`src/sensor_cfg_pkg.sv`:
```
package sensor_cfg_pkg;

  // ---------------------------------------------------------------
  // Register offsets
  // ---------------------------------------------------------------
  localparam logic [7:0] OFS_MIN_RES    = 8'h03;
  localparam logic [7:0] OFS_CONV_SETUP = 8'h04;
  localparam logic [7:0] OFS_CNT_CLOCK  = 8'h05;
  localparam logic [7:0] OFS_THR_LO     = 8'h06;
  localparam logic [7:0] OFS_THR_HI     = 8'h07;
  localparam logic [7:0] OFS_RO_FIRST   = 8'h01;
  localparam logic [7:0] OFS_RO_LAST    = 8'h05;

  // ---------------------------------------------------------------
  // Reset values
  // ---------------------------------------------------------------
  localparam logic [7:0]  RST_MIN_RES    = 8'h45;
  localparam logic [7:0]  RST_CONV_SETUP = 8'h1b;
  localparam logic [7:0]  RST_CNT_CLOCK  = 8'h01;
  localparam logic [7:0]  RST_THR_BYTE   = 8'hff;
  localparam logic [15:0] RST_THR        = 16'hffff;

  // ---------------------------------------------------------------
  // Field positions
  // ---------------------------------------------------------------
  localparam int AMP_LSB      = 3;
  localparam int AMP_MSB      = 4;
  localparam int RESP_LSB     = 0;
  localparam int RESP_MSB     = 2;
  localparam int CLK_SEL_BIT  = 1;
  localparam int PD_BIT       = 0;
  localparam logic [7:0] CONV_SETUP_MASK = 8'h1f;
  localparam logic [7:0] CNT_CLOCK_MASK  = 8'h03;

  typedef enum logic [1:0] {
    AMP_1V,
    AMP_2V,
    AMP_4V,
    AMP_RSVD
  } amplitude_e;

  // Settings passed to the sensing logic
  typedef struct packed {
    logic [7:0]  min_resonance;
    amplitude_e  amplitude;
    logic [2:0]  response_time;
    logic        use_crystal;
    logic        timebase_power_down;
    logic [15:0] upper_threshold;
  } sense_cfg_s;

  // Register port request
  typedef struct packed {
    logic [7:0] addr;
    logic [7:0] wdata;
    logic       wr;
    logic       rd;
  } reg_req_s;

endpackage

```
`src/threshold_pair.sv`:
```
`timescale 1ns/1ps
// Two-byte threshold with low-byte holding buffer; high-byte write commits both
module threshold_pair (
  // Clock and reset
  input  wire logic        mclk,
  input  wire logic        resetn,
  // Byte writes
  input  wire logic        wr_low,
  input  wire logic        wr_high,
  input  wire logic [7:0]  wdata,
  // Active value
  output logic      [15:0] active
);
  import sensor_cfg_pkg::*;

  logic [7:0]  hold_q;
  logic [7:0]  hold_d;
  logic [15:0] active_q;
  logic [15:0] active_d;

  assign hold_d   = wr_low ? wdata : hold_q;
  assign active_d = wr_high ? {wdata, hold_q} : active_q;
  assign active   = active_q;

  always_ff @(posedge mclk) begin
    if (!resetn) begin
      hold_q   <= RST_THR_BYTE;
      active_q <= RST_THR;
    end else begin
      hold_q   <= hold_d;
      active_q <= active_d;
    end
  end
endmodule

```
`src/sensor_cfg_regs.sv`:
```
`timescale 1ns/1ps
// Contract
// 0x03 holds minimum resonance code
// Host computes code from log formula
// Resonance code resets to 0x45
// Setup bits 4:3 pick amplitude
// Setup bits 2:0 response; reset 0x1b
// Clock bit 1 selects crystal reference
// Clock bit 0 powers timebase down
// Clock register resets to 0x01
// Write 0x06 loads holding buffer only
// Read 0x06 returns active low byte
// Write 0x07 commits whole threshold
// Read 0x07 returns active high byte
// Host writes 0x06 before 0x07
// Threshold resets to all ones
// Active conversion locks 0x01 to 0x05
// Reserved bits read zero
module sensor_cfg_regs (
  // Clock and reset
  input  wire logic                       mclk,
  input  wire logic                       resetn,
  // Register port
  input  wire sensor_cfg_pkg::reg_req_s   req,
  output logic                      [7:0] rdata,
  // Conversion state from power control
  input  wire logic                       active_conversion_bit,
  // Settings to the sensing logic
  output sensor_cfg_pkg::sense_cfg_s      cfg
);
  import sensor_cfg_pkg::*;

  // ---------------------------------------------------------------
  // Decode
  // ---------------------------------------------------------------
  logic       locked;
  logic       wr_min_res;
  logic       wr_conv;
  logic       wr_clock;
  logic       wr_thr_lo;
  logic       wr_thr_hi;
  logic [7:0] min_res_q;
  logic [7:0] conv_q;
  logic [7:0] clock_q;
  logic [15:0] thr_active;
  logic [7:0] rdata_d;
  logic [7:0] rdata_q;
  sense_cfg_s cfg_d;
  sense_cfg_s cfg_q;

  function automatic logic hit(input reg_req_s r, input logic [7:0] ofs);
    hit = r.wr && (r.addr == ofs);
  endfunction

  assign locked     = active_conversion_bit &&
                      (req.addr >= OFS_RO_FIRST) && (req.addr <= OFS_RO_LAST);
  assign wr_min_res = hit(req, OFS_MIN_RES) && !locked;
  assign wr_conv    = hit(req, OFS_CONV_SETUP) && !locked;
  assign wr_clock   = hit(req, OFS_CNT_CLOCK) && !locked;
  assign wr_thr_lo  = hit(req, OFS_THR_LO);
  assign wr_thr_hi  = hit(req, OFS_THR_HI);

  // ---------------------------------------------------------------
  // Storage
  // ---------------------------------------------------------------
  always_ff @(posedge mclk) begin
    if (!resetn) begin
      min_res_q <= RST_MIN_RES;
      conv_q    <= RST_CONV_SETUP;
      clock_q   <= RST_CNT_CLOCK;
    end else begin
      if (wr_min_res) begin
        min_res_q <= req.wdata;
      end
      if (wr_conv) begin
        conv_q <= req.wdata & CONV_SETUP_MASK;
      end
      if (wr_clock) begin
        clock_q <= req.wdata & CNT_CLOCK_MASK;
      end
    end
  end

  threshold_pair u_thr (
    .mclk    (mclk),
    .resetn  (resetn),
    .wr_low  (wr_thr_lo),
    .wr_high (wr_thr_hi),
    .wdata   (req.wdata),
    .active  (thr_active)
  );

  // ---------------------------------------------------------------
  // Read path
  // ---------------------------------------------------------------
  assign rdata_d = !req.rd                  ? 8'h00 :
                   (req.addr == OFS_MIN_RES)    ? min_res_q :
                   (req.addr == OFS_CONV_SETUP) ? conv_q :
                   (req.addr == OFS_CNT_CLOCK)  ? clock_q :
                   (req.addr == OFS_THR_LO)     ? thr_active[7:0] :
                   (req.addr == OFS_THR_HI)     ? thr_active[15:8] :
                   8'h00;

  // ---------------------------------------------------------------
  // Settings out
  // ---------------------------------------------------------------
  assign cfg_d.min_resonance       = min_res_q;
  assign cfg_d.amplitude           = amplitude_e'(conv_q[AMP_MSB:AMP_LSB]);
  assign cfg_d.response_time       = conv_q[RESP_MSB:RESP_LSB];
  assign cfg_d.use_crystal         = clock_q[CLK_SEL_BIT];
  assign cfg_d.timebase_power_down = clock_q[PD_BIT];
  assign cfg_d.upper_threshold     = thr_active;

  always_ff @(posedge mclk) begin
    if (!resetn) begin
      rdata_q <= 8'h00;
      cfg_q   <= '{min_resonance: RST_MIN_RES,
                   amplitude: amplitude_e'(RST_CONV_SETUP[AMP_MSB:AMP_LSB]),
                   response_time: RST_CONV_SETUP[RESP_MSB:RESP_LSB],
                   use_crystal: RST_CNT_CLOCK[CLK_SEL_BIT],
                   timebase_power_down: RST_CNT_CLOCK[PD_BIT],
                   upper_threshold: RST_THR};
    end else begin
      rdata_q <= rdata_d;
      cfg_q   <= cfg_d;
    end
  end

  assign rdata = rdata_q;
  assign cfg   = cfg_q;
endmodule

```
`config.mk`:
```
export PLATFORM = sky130hd
export DESIGN_NAME = sensor_cfg_regs
export DESIGN_NICKNAME = d
export VERILOG_FILES = /design/src/sensor_cfg_pkg.sv /design/src/threshold_pair.sv /design/src/sensor_cfg_regs.sv
export SDC_FILE = /design/constraint.sdc
export NUM_CORES = 1
export LEC_CHECK = 0
export ABC_AREA = 1
export BUFFER_PORTS_ARGS = -buffer_cell sky130_fd_sc_hd__buf_2
export CORE_UTILIZATION = 50
export CTS_BUF_LIST = sky130_fd_sc_hd__clkbuf_8
export CTS_CLUSTER_DIAMETER = 40
export DETAILED_ROUTE_END_ITERATION = 8
export GPL_TIMING_DRIVEN = 0
export PLACE_DENSITY = 0.74
export RECOVER_POWER = 100
export SLEW_MARGIN = 20
export SYNTH_ARGS = -nofsm -noshare
export SYNTH_HDL_FRONTEND = slang
export SYNTH_SLANG_ARGS = --single-unit
```
`constraint.sdc`:
```
create_clock -name mclk -period 2.83 [get_ports mclk]
set_clock_uncertainty 0.1 [all_clocks]
set_input_delay 0.1415 -clock mclk [delete_from_list [all_inputs] [get_ports mclk]]
set_output_delay 0.1415 -clock mclk [all_outputs]
set_load 0.01 [all_outputs]
```
==> results.md, run 1 <==
* Min Tclk post-route at between 1.5 and 2 ns
* Avg Inst Size Synth at 8.270 µm²
* Row Count at 27
* Worst slew pin tran at about 0.73 ns
* Cell depth of the worst flop-to-flop path at 4
* # Post-CTS Setup Buffers at 0
* Drt first-iter violations at 161
* DRC Markers at 0
* Critical path depth in cells at 9
* Final Cell Area at 3448 µm²
* Hold slack at 0.01177 ns
* Clock root cell: clkbuf_8
* Layout cell share with drive strength beyond 1 at 0.1363
* Slowest Stage Delay on Critical Path at roughly 0.55 ns
* Critical path startpoint: req[17]
* FMAX at 0.5511 GHz
* Overall power consumption at 2.107 mW
* Worst R2R Setup Slack at 1.78 ns
* Max Cap Violations at 0
* Number of synthesized flops with an enable pin at 0
* WL met1 at 3.122 mm
* Synth area leader: dfxtp_1
* First-pass GRT wire length at 11.18 mm
* Synth top area cells: dfxtp_1, nand2_1, nand3_1
* Status: complete, no violations
* HPWL Detailed at between 4 and 5 mm
* CP startpoint kind: input pin
* Starting Density at 0.5239
* Asr flop ratio synth at 0
* Layout area overhead at 18.79%
* Crit-path cells: buf_2 > inv_1 > nand2_1 > nor2_1 > nand2_2 > nor2_1 > inv_1 > nand2_1 > nand3_1
* Die Span Y at around 80 µm
* Skew-Pair Late Insertion Delay at between 0.3 and 0.4 ns
* Vias in the first global route at about 2400
* Fin crit share at 0.6412
* Worst slew margin at 0.5088
* Yosys warning count at 0
* Met3 routed WL at 390 µm
* Top routing layer in use: met4
* Register area share after synthesis at 0.5379
* Cells after Synth at 351
* Avg WL per Cell at 13.58 µm
* # setup viols final at 0
* FF-to-FF Start: u_thr.active[12]
* Final net count at 449
* Most numerous cell in the Yosys netlist: nand2_1
* Clock sink count at 78
* CTS buffer count at 9
* Arrival time worst endpoint at 1.93 ns
* Required @ worst endpoint at 2.95 ns
* Crit path buffers/inverters at 3
* Post-synth cell types at 27
* Area after DPL at roughly 3300 µm²
* Post-DRT Antenna Nets at 0
* Leakage power at 1.582 nW
* Crit. End Element: register
* RSZ-0062 raised after global routing: no
* Max H-tree Level at 3
* Yosys top cell area share at 0.5379
* Core Util, Final at 0.6224
* Grt ovf at 0
* Post-Syn Area at approximately 2900 µm²
* Critical path's top delay family: simple AND/OR/NAND/NOR gates
* Die W at 78.20 µm
* FF+latch count, synth at 78
* Pwr dens at 610.9 nW/µm²
* Syn_nets at 372
* Port buffer count at 59
* Via count at 2525
* Setup TNS at 0 ns
* Number of diodes at 0
* Pre-antenna DRT Iters at 4
* Final Hold Fails at 0
* Maximum VDD drop at 0.3545 mV
* Gpl congestion at 0.8580
* I/O pin count at 60
* TritonCTS clock tree: yes
* CTS clk-pin slew, worst paths at 0.08 ns
* Clock Path Buffers at 2
* Final WL at 6.859 mm
* FILL cells at about 540
* Slew Viols, Final at 0
* Most frequent cells after synthesis: nand2_1, dfxtp_1, inv_1
* Critical path's slowest cell: nor2_1
* GRT Resource Usage Total at 0.2437
* Crit Path Category: input pin to register
* Initial antenna violation count at 0
* Core area at 5540 µm²
* Vias/cell at 5.000
* Reg2reg end: rdata[4]
* CP Max Fanout at 9
* Met2 wire len at 3.169 mm
* HP Class: input pin to register
* Top_reg_cell synth: dfxtp_1
* Timing endpoint of the critical path: u_thr.hold_q[2]
* Die ar. at between 6000 and 7000 µm²
* Largest net degree at the start of global routing at 14
## placed cells by master, fill, tap and decap left out, drive strengths merged, types with 9 or more instances in the layout
cell type / netlist / layout
nand2: 101 / 101
dfxtp: 78 / 78
clkbuf: 5 / 60
inv: 44 / 45
nand3: 41 / 41
nor2: 23 / 23
buf: 6 / 20
o211ai: 15 / 15
a21oi: 13 / 13
o21ai: 11 / 11
or2: 9 / 9
## worst register-to-register path, cell delays in order, from the launching register on
cell	delay [ns]
dfxtp_1	0.31
inv_1	0.06
o21ai_0	0.18
o21ai_0	0.17
a21oi_1	0.16
## metal layers
layer  global-route usage  vias up
met3              0.04651       15
met5                    0        -
li1                     -     1269
met2               0.3974       82
met1               0.3041     1159
met4               0.1315        0
## area by class of cell
| type | count | area [µm²] | share of cell area |
|---|---|---|---|
| buffer | 11 | 48.80 | 0.01415 |
| clock buffer | 10 | 137.6 | 0.03991 |
| clock inverter | 6 | 86.33 | 0.02504 |
| inverter | 44 | 165.2 | 0.04790 |
| multi-input combinational | 218 | 1044 | 0.3026 |
| sequential | 78 | 1562 | 0.4528 |
| tap | 72 | 90.09 | 0.02612 |
| timing repair buffer | 66 | 315.3 | 0.09144 |
## how the worst min path moves through the flow
stage | startpoint | end | slack (ns) | cells past startpoint
2_1_floorplan | req[2] | u_thr.hold_q[0] | 0.17 | 2
4_1_cts | req[2] | u_thr.active[8] | 0.003 | 3
3_3_place_gp | req[8] | u_thr.hold_q[6] | 0.31 | 3
5_1_grt | req[2] | u_thr.active[8] | 0.006 | 3
3_5_place_dp | req[8] | u_thr.hold_q[6] | 0.31 | 3
6_report | req[2] | u_thr.active[8] | 0.01 | 3
## where the power goes
group,switching [mW],internal [mW],leakage (nW)
Clock,0.406,0.519,0.118
Combinational,0.0563,0.0263,0.834
Sequential,0.000858,1.10,0.631
Total,0.463,1.64,1.58
## sequential cells by signal, indices dropped and copies added (netlist names)
| name | flops |
|---|---|
| u_thr.active | 16 |
| u_thr.hold_q | 8 |
| rdata | 8 |
| clock_q | 2 |
| min_res_q | 8 |
| conv_q | 5 |
| cfg | 31 |
## logic make-up after synthesis
family,synth area share
flip-flops,0.5379
AND/OR/NAND/NOR,0.2944
buffers and inverters,0.08147
AO/OA/AOI/OAI,0.08621
## timing repair
| action | 4_1_cts | 5_1_grt |
|---|---|---|
| gates resized for setup | 0 | 0 |
| hold buffers | 7 | 0 |
| setup endpoints to repair | 0 | 0 |
| endpoints found under the hold margin | 18 | 0 |
## metrics by stage
stage          worst slack [ns]  instances
6_report                  1.015        505
5_1_grt                  0.7613        505
4_1_cts                   1.625        505
3_5_place_dp              1.251        482
3_3_place_gp              1.285        482
2_1_floorplan             1.619        351
No activity file was read; power rests on OpenSTA's default activity.
==> run 2, diff against run 1 <==
- PLACE_DENSITY: 0.74 -> 0.77
- clock period: 2.83 -> 1.5 ns (I/O delays scaled with it)
==> results.md, run 2 (synthesized netlist as in run 1, its figures left out) <==
* FMAX at roughly 0.74 GHz
* Slowest Stage Delay on Critical Path at 0.55 ns (about the same)
* TritonCTS clock tree: yes
* Gpl congestion at 0.8599 (+0.22%)
* Row Count at 27 (unchanged)
* Clock root cell: clkbuf_8
* Pwr dens at 1078 nW/µm² (+76%)
* Area after DPL at 3288 µm² (unchanged)
* Status: complete, no violations
* Initial antenna violation count at 0 (unchanged)
* Max reg flops at 31 (unchanged)
* Crit Path Category: input pin to register
* Critical path's top delay family: buffers and inverters
* Final net count at 452 (+0.67%)
* Skew-Pair Late Insertion Delay at 0.35 ns (about the same)
* HPWL Detailed at 4.868 mm (+2.1%)
* Layout area overhead at 19.74%
* Largest net degree at the start of global routing at 14 (unchanged)
* CTS buffer count at 9 (unchanged)
* Layout cell share with drive strength beyond 1 at 0.1540 (+0.01776)
* Post-CTS resize count at 0 (unchanged)
* Register Area at 1562 µm² (unchanged)
* CP startpoint kind: input pin
* Final Instance Count excl. Fillers at 507 (+0.40%)
* Placed Cells at 482 (unchanged)
* Crit. End Element: register
* First-pass GRT wire length at 11.14 mm (-0.37%)
* Number of diodes at 0 (unchanged)
* Clock Path Buffers at 2 (unchanged)
* Post-DRT Antenna Nets at 0 (unchanged)
* Slew Viols, Final at 0 (unchanged)
* Maximum VDD drop at 0.5436 mV (+53%)
* Via count at 2572 (+1.9%)
* Crit-path cells: buf_2 > dlygate4sd3_1 > inv_1 > clkbuf_1 > or2_2
* CTS clk-pin slew, worst paths at 0.07 ns (about the same)
* Final Cell Area at 3476 µm² (+0.80%)
* Die Span Y at 78.20 µm (unchanged)
* DRC Markers at 0 (unchanged)
* Final WL at 6.760 mm (-1.4%)
* Vias in the first global route at 2409 (+2.4%)
* Critical path's slowest cell: dlygate4sd3_1
* Most frequent cells in the layout: nand2_1, dfxtp_1, clkbuf_1, inv_1, nand3_1
* # setup viols final at 0 (unchanged)
* HP Class: input pin to register
* RSZ-0062 raised after global routing: no
* Arrival time worst endpoint at 1.54 ns (-0.39 ns)
* Final Hold Fails at 0 (unchanged)
* Leakage power at 1.593 nW (+0.71%)
* Area taken by multi-input logic gates at 1075 µm² (+3.0%)
* Vias/cell at 5.073 (+1.5%)
* Drt first-iter violations at 199 (+24%)
* Die W at 78.20 µm (unchanged)
* Port buffer count at 59 (unchanged)
* GRT Resource Usage Total at 0.2405 (-0.003167)
* Min Tclk post-route at 1.343 ns
* CP Max Fanout at 10 (+1)
* Starting Density at 0.5239 (unchanged)
* FILL cells at 532 (-2.2%)
* Worst slew margin at 0.6165 (+0.1076)
* Avg WL per Cell at 13.33 µm (-1.8%)
* Crit path buffers/inverters at 4 (+1)
* Die ar. at 6114 µm² (unchanged)
* Commonest non-fill, non-tap cell in the layout: nand2_1
* Fin crit share at 0.8953
* Max Cap Violations at 0 (unchanged)
* Grt ovf at 0 (unchanged)
* Worst slew pin tran at 0.5753 ns (-0.1587 ns)
* Core area at 5540 µm² (unchanged)
* I/O pin count at 60 (unchanged)
* Setup TNS at 0 ns (unchanged)
* Clock sink count at 78 (unchanged)
* Pre-antenna DRT Iters at 5 (+1)
* Max H-tree Level at 3 (unchanged)
* Required @ worst endpoint at 1.69 ns (-1.26 ns)
## run 2: area by class of cell
cell class | count | area share
clock buffers | 9 | 0.03564
repair buffers | 69 | 0.09899
plain buffers | 11 | 0.01512
flip-flops and latches | 78 | 0.4492
well taps | 72 | 0.02592
inverters | 44 | 0.04752
multi-input cells | 218 | 0.3092
clock inverters | 6 | 0.01836
## run 2: path summary, 6_finish.rpt
| check | from | endpoint | slack (ns) | cells after the start |
|---|---|---|---|---|
| setup / recovery | resetn | cfg[2] | 0.16 | 5 |
| hold / removal | req[10] | rdata[0] | 0.11 | 5 |
| setup reg to reg | u_thr.active[11] | rdata[3] | 0.46 | 4 |
| hold reg to reg | min_res_q[4] | cfg[27] | 0.35 | 2 |
## run 2: metrics by stage
stage / setup WS, ns / total power [mW] / hold slack, ns / utilization
final: 0.1571 / 3.746 / 0.1131 / 0.6274
after global routing: 0.03944 / 3.878 / 0.1530 / 0.6274
after CTS: 0.1759 / 3.766 / 0.09728 / 0.6454
after detailed placement: -0.0007931 / 2.270 / 0.2468 / 0.5935
after global placement: 0.04133 / 2.268 / 0.2449 / 0.5935
after floorplan: 0.3552 / 2.197 / 0.1013 / -
## run 2: worst reg2reg max path: cells and delay by family, from the launching register on
family                 cells  cell delay (ns)
AO/OA/AOI/OAI              3             0.51
buffers and inverters      1             0.06
flip-flops                 1             0.31
## run 2: layer usage
metal / track usage / vias up / part of all wire
met5: 0 / - / 0
met4: 0.1111 / 0 / 0.014
met3: 0.05814 / 9 / 0.055
met2: 0.4018 / 69 / 0.49
met1: 0.2915 / 1217 / 0.44
li1: - / 1277 / -
## run 2: timing repair
| action | 4_1_cts | 5_1_grt |
|---|---|---|
| hold buffers | 10 | 0 |
| buffers inserted | 0 | 0 |
| endpoints found under the hold margin | 35 | 0 |
## run 2: power breakdown
group	leakage, nW	internal, mW	switching, mW
Sequential	0.631	2.07	0.00162
Clock	0.0911	0.755	0.754
Combinational	0.871	0.0552	0.108
Total	1.59	2.88	0.863
==> run 3, diff against run 2 <==
- CTS_BUF_LIST: sky130_fd_sc_hd__clkbuf_8 -> sky130_fd_sc_hd__clkbuf_4
==> results.md, run 3 (synthesized netlist as in run 1, its figures left out) <==
* Status: complete, no violations
* Post-DRT Antenna Nets at 0 (unchanged)
* First-pass GRT wire length at 11.04 mm (-0.92%)
* Largest net degree at the start of global routing at 14 (unchanged)
* Critical path's slowest cell: clkbuf_2
* Worst R2R Setup Slack at 0.45 ns (about the same)
* Min Tclk post-route at 1.300 ns (-0.04326 ns)
* CP startpoint kind: input pin
* Avg WL per Cell at 13.28 µm (-0.41%)
* HP Class: input pin to register
* Post-CTS resize count at 0 (unchanged)
* Timing endpoint of the critical path: min_res_q[5]
* Max H-tree Level at 3 (unchanged)
* Layout cell share with drive strength beyond 1 at 0.1448 (-0.009195)
* I/O pin count at 60 (unchanged)
* Crit Path Category: input pin to register
* Port buffer count at 59 (unchanged)
* Max reg flops at 31 (unchanged)
* Vias in the first global route at 2406 (-0.12%)
* Hold_buf cts at 10 (unchanged)
* Hold slack at 0.02567 ns (-0.08743 ns)
* Met1 Use GR at 0.2888 (-0.002725)
* # Post-CTS Setup Buffers at 0 (unchanged)
* CP Max Fanout at 10 (unchanged)
* Crit path buffers/inverters at 2 (-2)
* Number of diodes at 0 (unchanged)
* Gpl congestion at 0.8599 (unchanged)
* Starting Density at 0.5239 (unchanged)
* Final WL at 6.732 mm (-0.41%)
* Die Span Y at 78.20 µm (unchanged)
* Pwr dens at 1013 nW/µm² (-6.0%)
* Initial antenna violation count at 0 (unchanged)
* Core Util, Final at 0.6150 (-0.01242)
* Crit. End Element: register
* Most frequent cells in the layout: nand2_1, dfxtp_1, clkbuf_1, inv_1, nand3_1
* Clock Path Buffers at 2 (unchanged)
* Critical path startpoint: req[15]
* Cell depth of the worst flop-to-flop path at 4 (unchanged)
* Placed Cells at 482 (unchanged)
* Layout area overhead at 17.37%
* # setup viols final at 0 (unchanged)
* Required @ worst endpoint at 1.77 ns (+0.08 ns)
* Die W at 78.20 µm (unchanged)
* Critical path depth in cells at 9 (+4)
* Worst slew pin tran at 0.5800 ns (+0.004703 ns)
* Worst slew margin at 0.6133 (-0.003135)
* Row Count at 27 (unchanged)
* Skew-Pair Late Insertion Delay at 0.42 ns (+0.07 ns)
* Crit-path cells: clkbuf_1 > nor2_1 > nand2_1 > nor2_1 > nor2_2 > nand2_1 > clkbuf_2 > nand3_1 > a21oi_2
* FF-to-FF Start: u_thr.active[11]
* Commonest non-fill, non-tap cell in the layout: nand2_1
* Critical path's top delay family: simple AND/OR/NAND/NOR gates
* GRT Resource Usage Total at 0.2368 (-0.003680)
* CTS buffer count at 9 (unchanged)
* TritonCTS clock tree: yes
* Final Hold Fails at 0 (unchanged)
* Fin crit share at 0.8664 (-0.02884)
* Via count at 2574 (+0.078%)
* RSZ-0062 raised after global routing: no
* Drt first-iter violations at 178 (-11%)
* Seq pwr share at 0.601 (+0.047)
* Hold path start: req[10]
* Vias/cell at 5.077 (about the same)
* Most used routing layer: met2
* Slew Viols, Final at 0 (unchanged)
* Final Instance Count excl. Fillers at 507 (unchanged)
* Slowest Stage Delay on Critical Path at 0.31 ns (-0.24 ns)
* DRC Markers at 0 (unchanged)
* M2 GR Usage at 0.3982 (-0.003509)
* Psw at 0.8276 mW (-4.1%)
* FMAX at 0.7695 GHz (+3.3%)
* Maximum VDD drop at 0.5721 mV (+5.2%)
* Die ar. at 6114 µm² (unchanged)
* Grt ovf at 0 (unchanged)
* Arrival time worst endpoint at 1.57 ns (+0.03 ns)
* CTS clk-pin slew, worst paths at 0.13 ns (+0.06 ns)
* Pre-antenna DRT Iters at 4 (-1)
* Gate power share at 0.047 (+0.003)
* Leakage power at 1.553 nW (-2.5%)
* Clock root cell: clkbuf_4
* HPWL Detailed at 4.868 mm (unchanged)
* Overall power consumption at 3.452 mW (-7.8%)
* Clock network fraction of total power at 0.352 (-0.051)
* Clock sink count at 78 (unchanged)
* Max Cap Violations at 0 (unchanged)
* Final net count at 452 (unchanged)
* Internal Pwr Total at 2.625 mW (-8.9%)
* Sw Ratio at 0.2397 (+0.009270)
* GRT met3 Usage at 0.05233 (-0.005814)
* Reg2reg end: rdata[3]
* Core area at 5540 µm² (unchanged)
[run 3: changes by cell type in the layout (fill, tap and decap cells not counted), sizes merged]
cell    previous run  this run
buf               19        20
clkbuf            60        59
[run 3: routing by layer]
metal	vias up	routed length, µm
met3	13	389
met2	71	3258
met4	0	125
li1	1273	-
met5	-	0
met1	1217	2958
[run 3: power groups by stage]
stage / Combinational (mW) / Sequential (mW) / Clock, mW
6_report: 0.161 / 2.08 / 1.21
5_1_grt: 0.177 / 2.08 / 1.33
4_1_cts: 0.168 / 2.08 / 1.23
3_5_place_dp: 0.148 / 2.12 / 0
3_3_place_gp: 0.145 / 2.12 / 0
2_1_floorplan: 0.0738 / 2.12 / 0
[run 3: cell type report]
class	instances	area [µm²]
Tap cell	72	90.09
Sequential cell	78	1562
Clock buffer	9	67.56
Timing Repair Buffer	69	344.1
Multi-Input combinational cell	218	1056
Fill cell	549	2133
Clock inverter	6	63.81
Inverter	44	165.2
Buffer	11	58.81
[run 3: how the worst min path moves through the flow]
stage,end,cells after the start,slack [ns]
floorplan,u_thr.hold_q[0],2,0.10
global placement,u_thr.hold_q[6],3,0.24
detailed placement,u_thr.hold_q[6],3,0.25
CTS,rdata[0],5,0.02
global route,rdata[0],5,0.06
finish,rdata[0],5,0.03
[run 3: worst register-to-register path: cells and delay by family (launching register included)]
| family | cells | cell delay (ns) |
|---|---|---|
| compound gates | 3 | 0.50 |
| flops | 1 | 0.33 |
| buf+inv | 1 | 0.06 |
[run 3: through the flow]
stage | TNS, ns | instance area (µm²) | setup slack [ns]
3_3_place_gp | 0 | 3288 | 0.04133
3_5_place_dp | -0.0007931 | 3288 | -0.0007931
6_report | 0 | 3407 | 0.2004
4_1_cts | 0 | 3520 | 0.2506
5_1_grt | 0 | 3407 | 0.07826
2_1_floorplan | 0 | 2903 | 0.3552
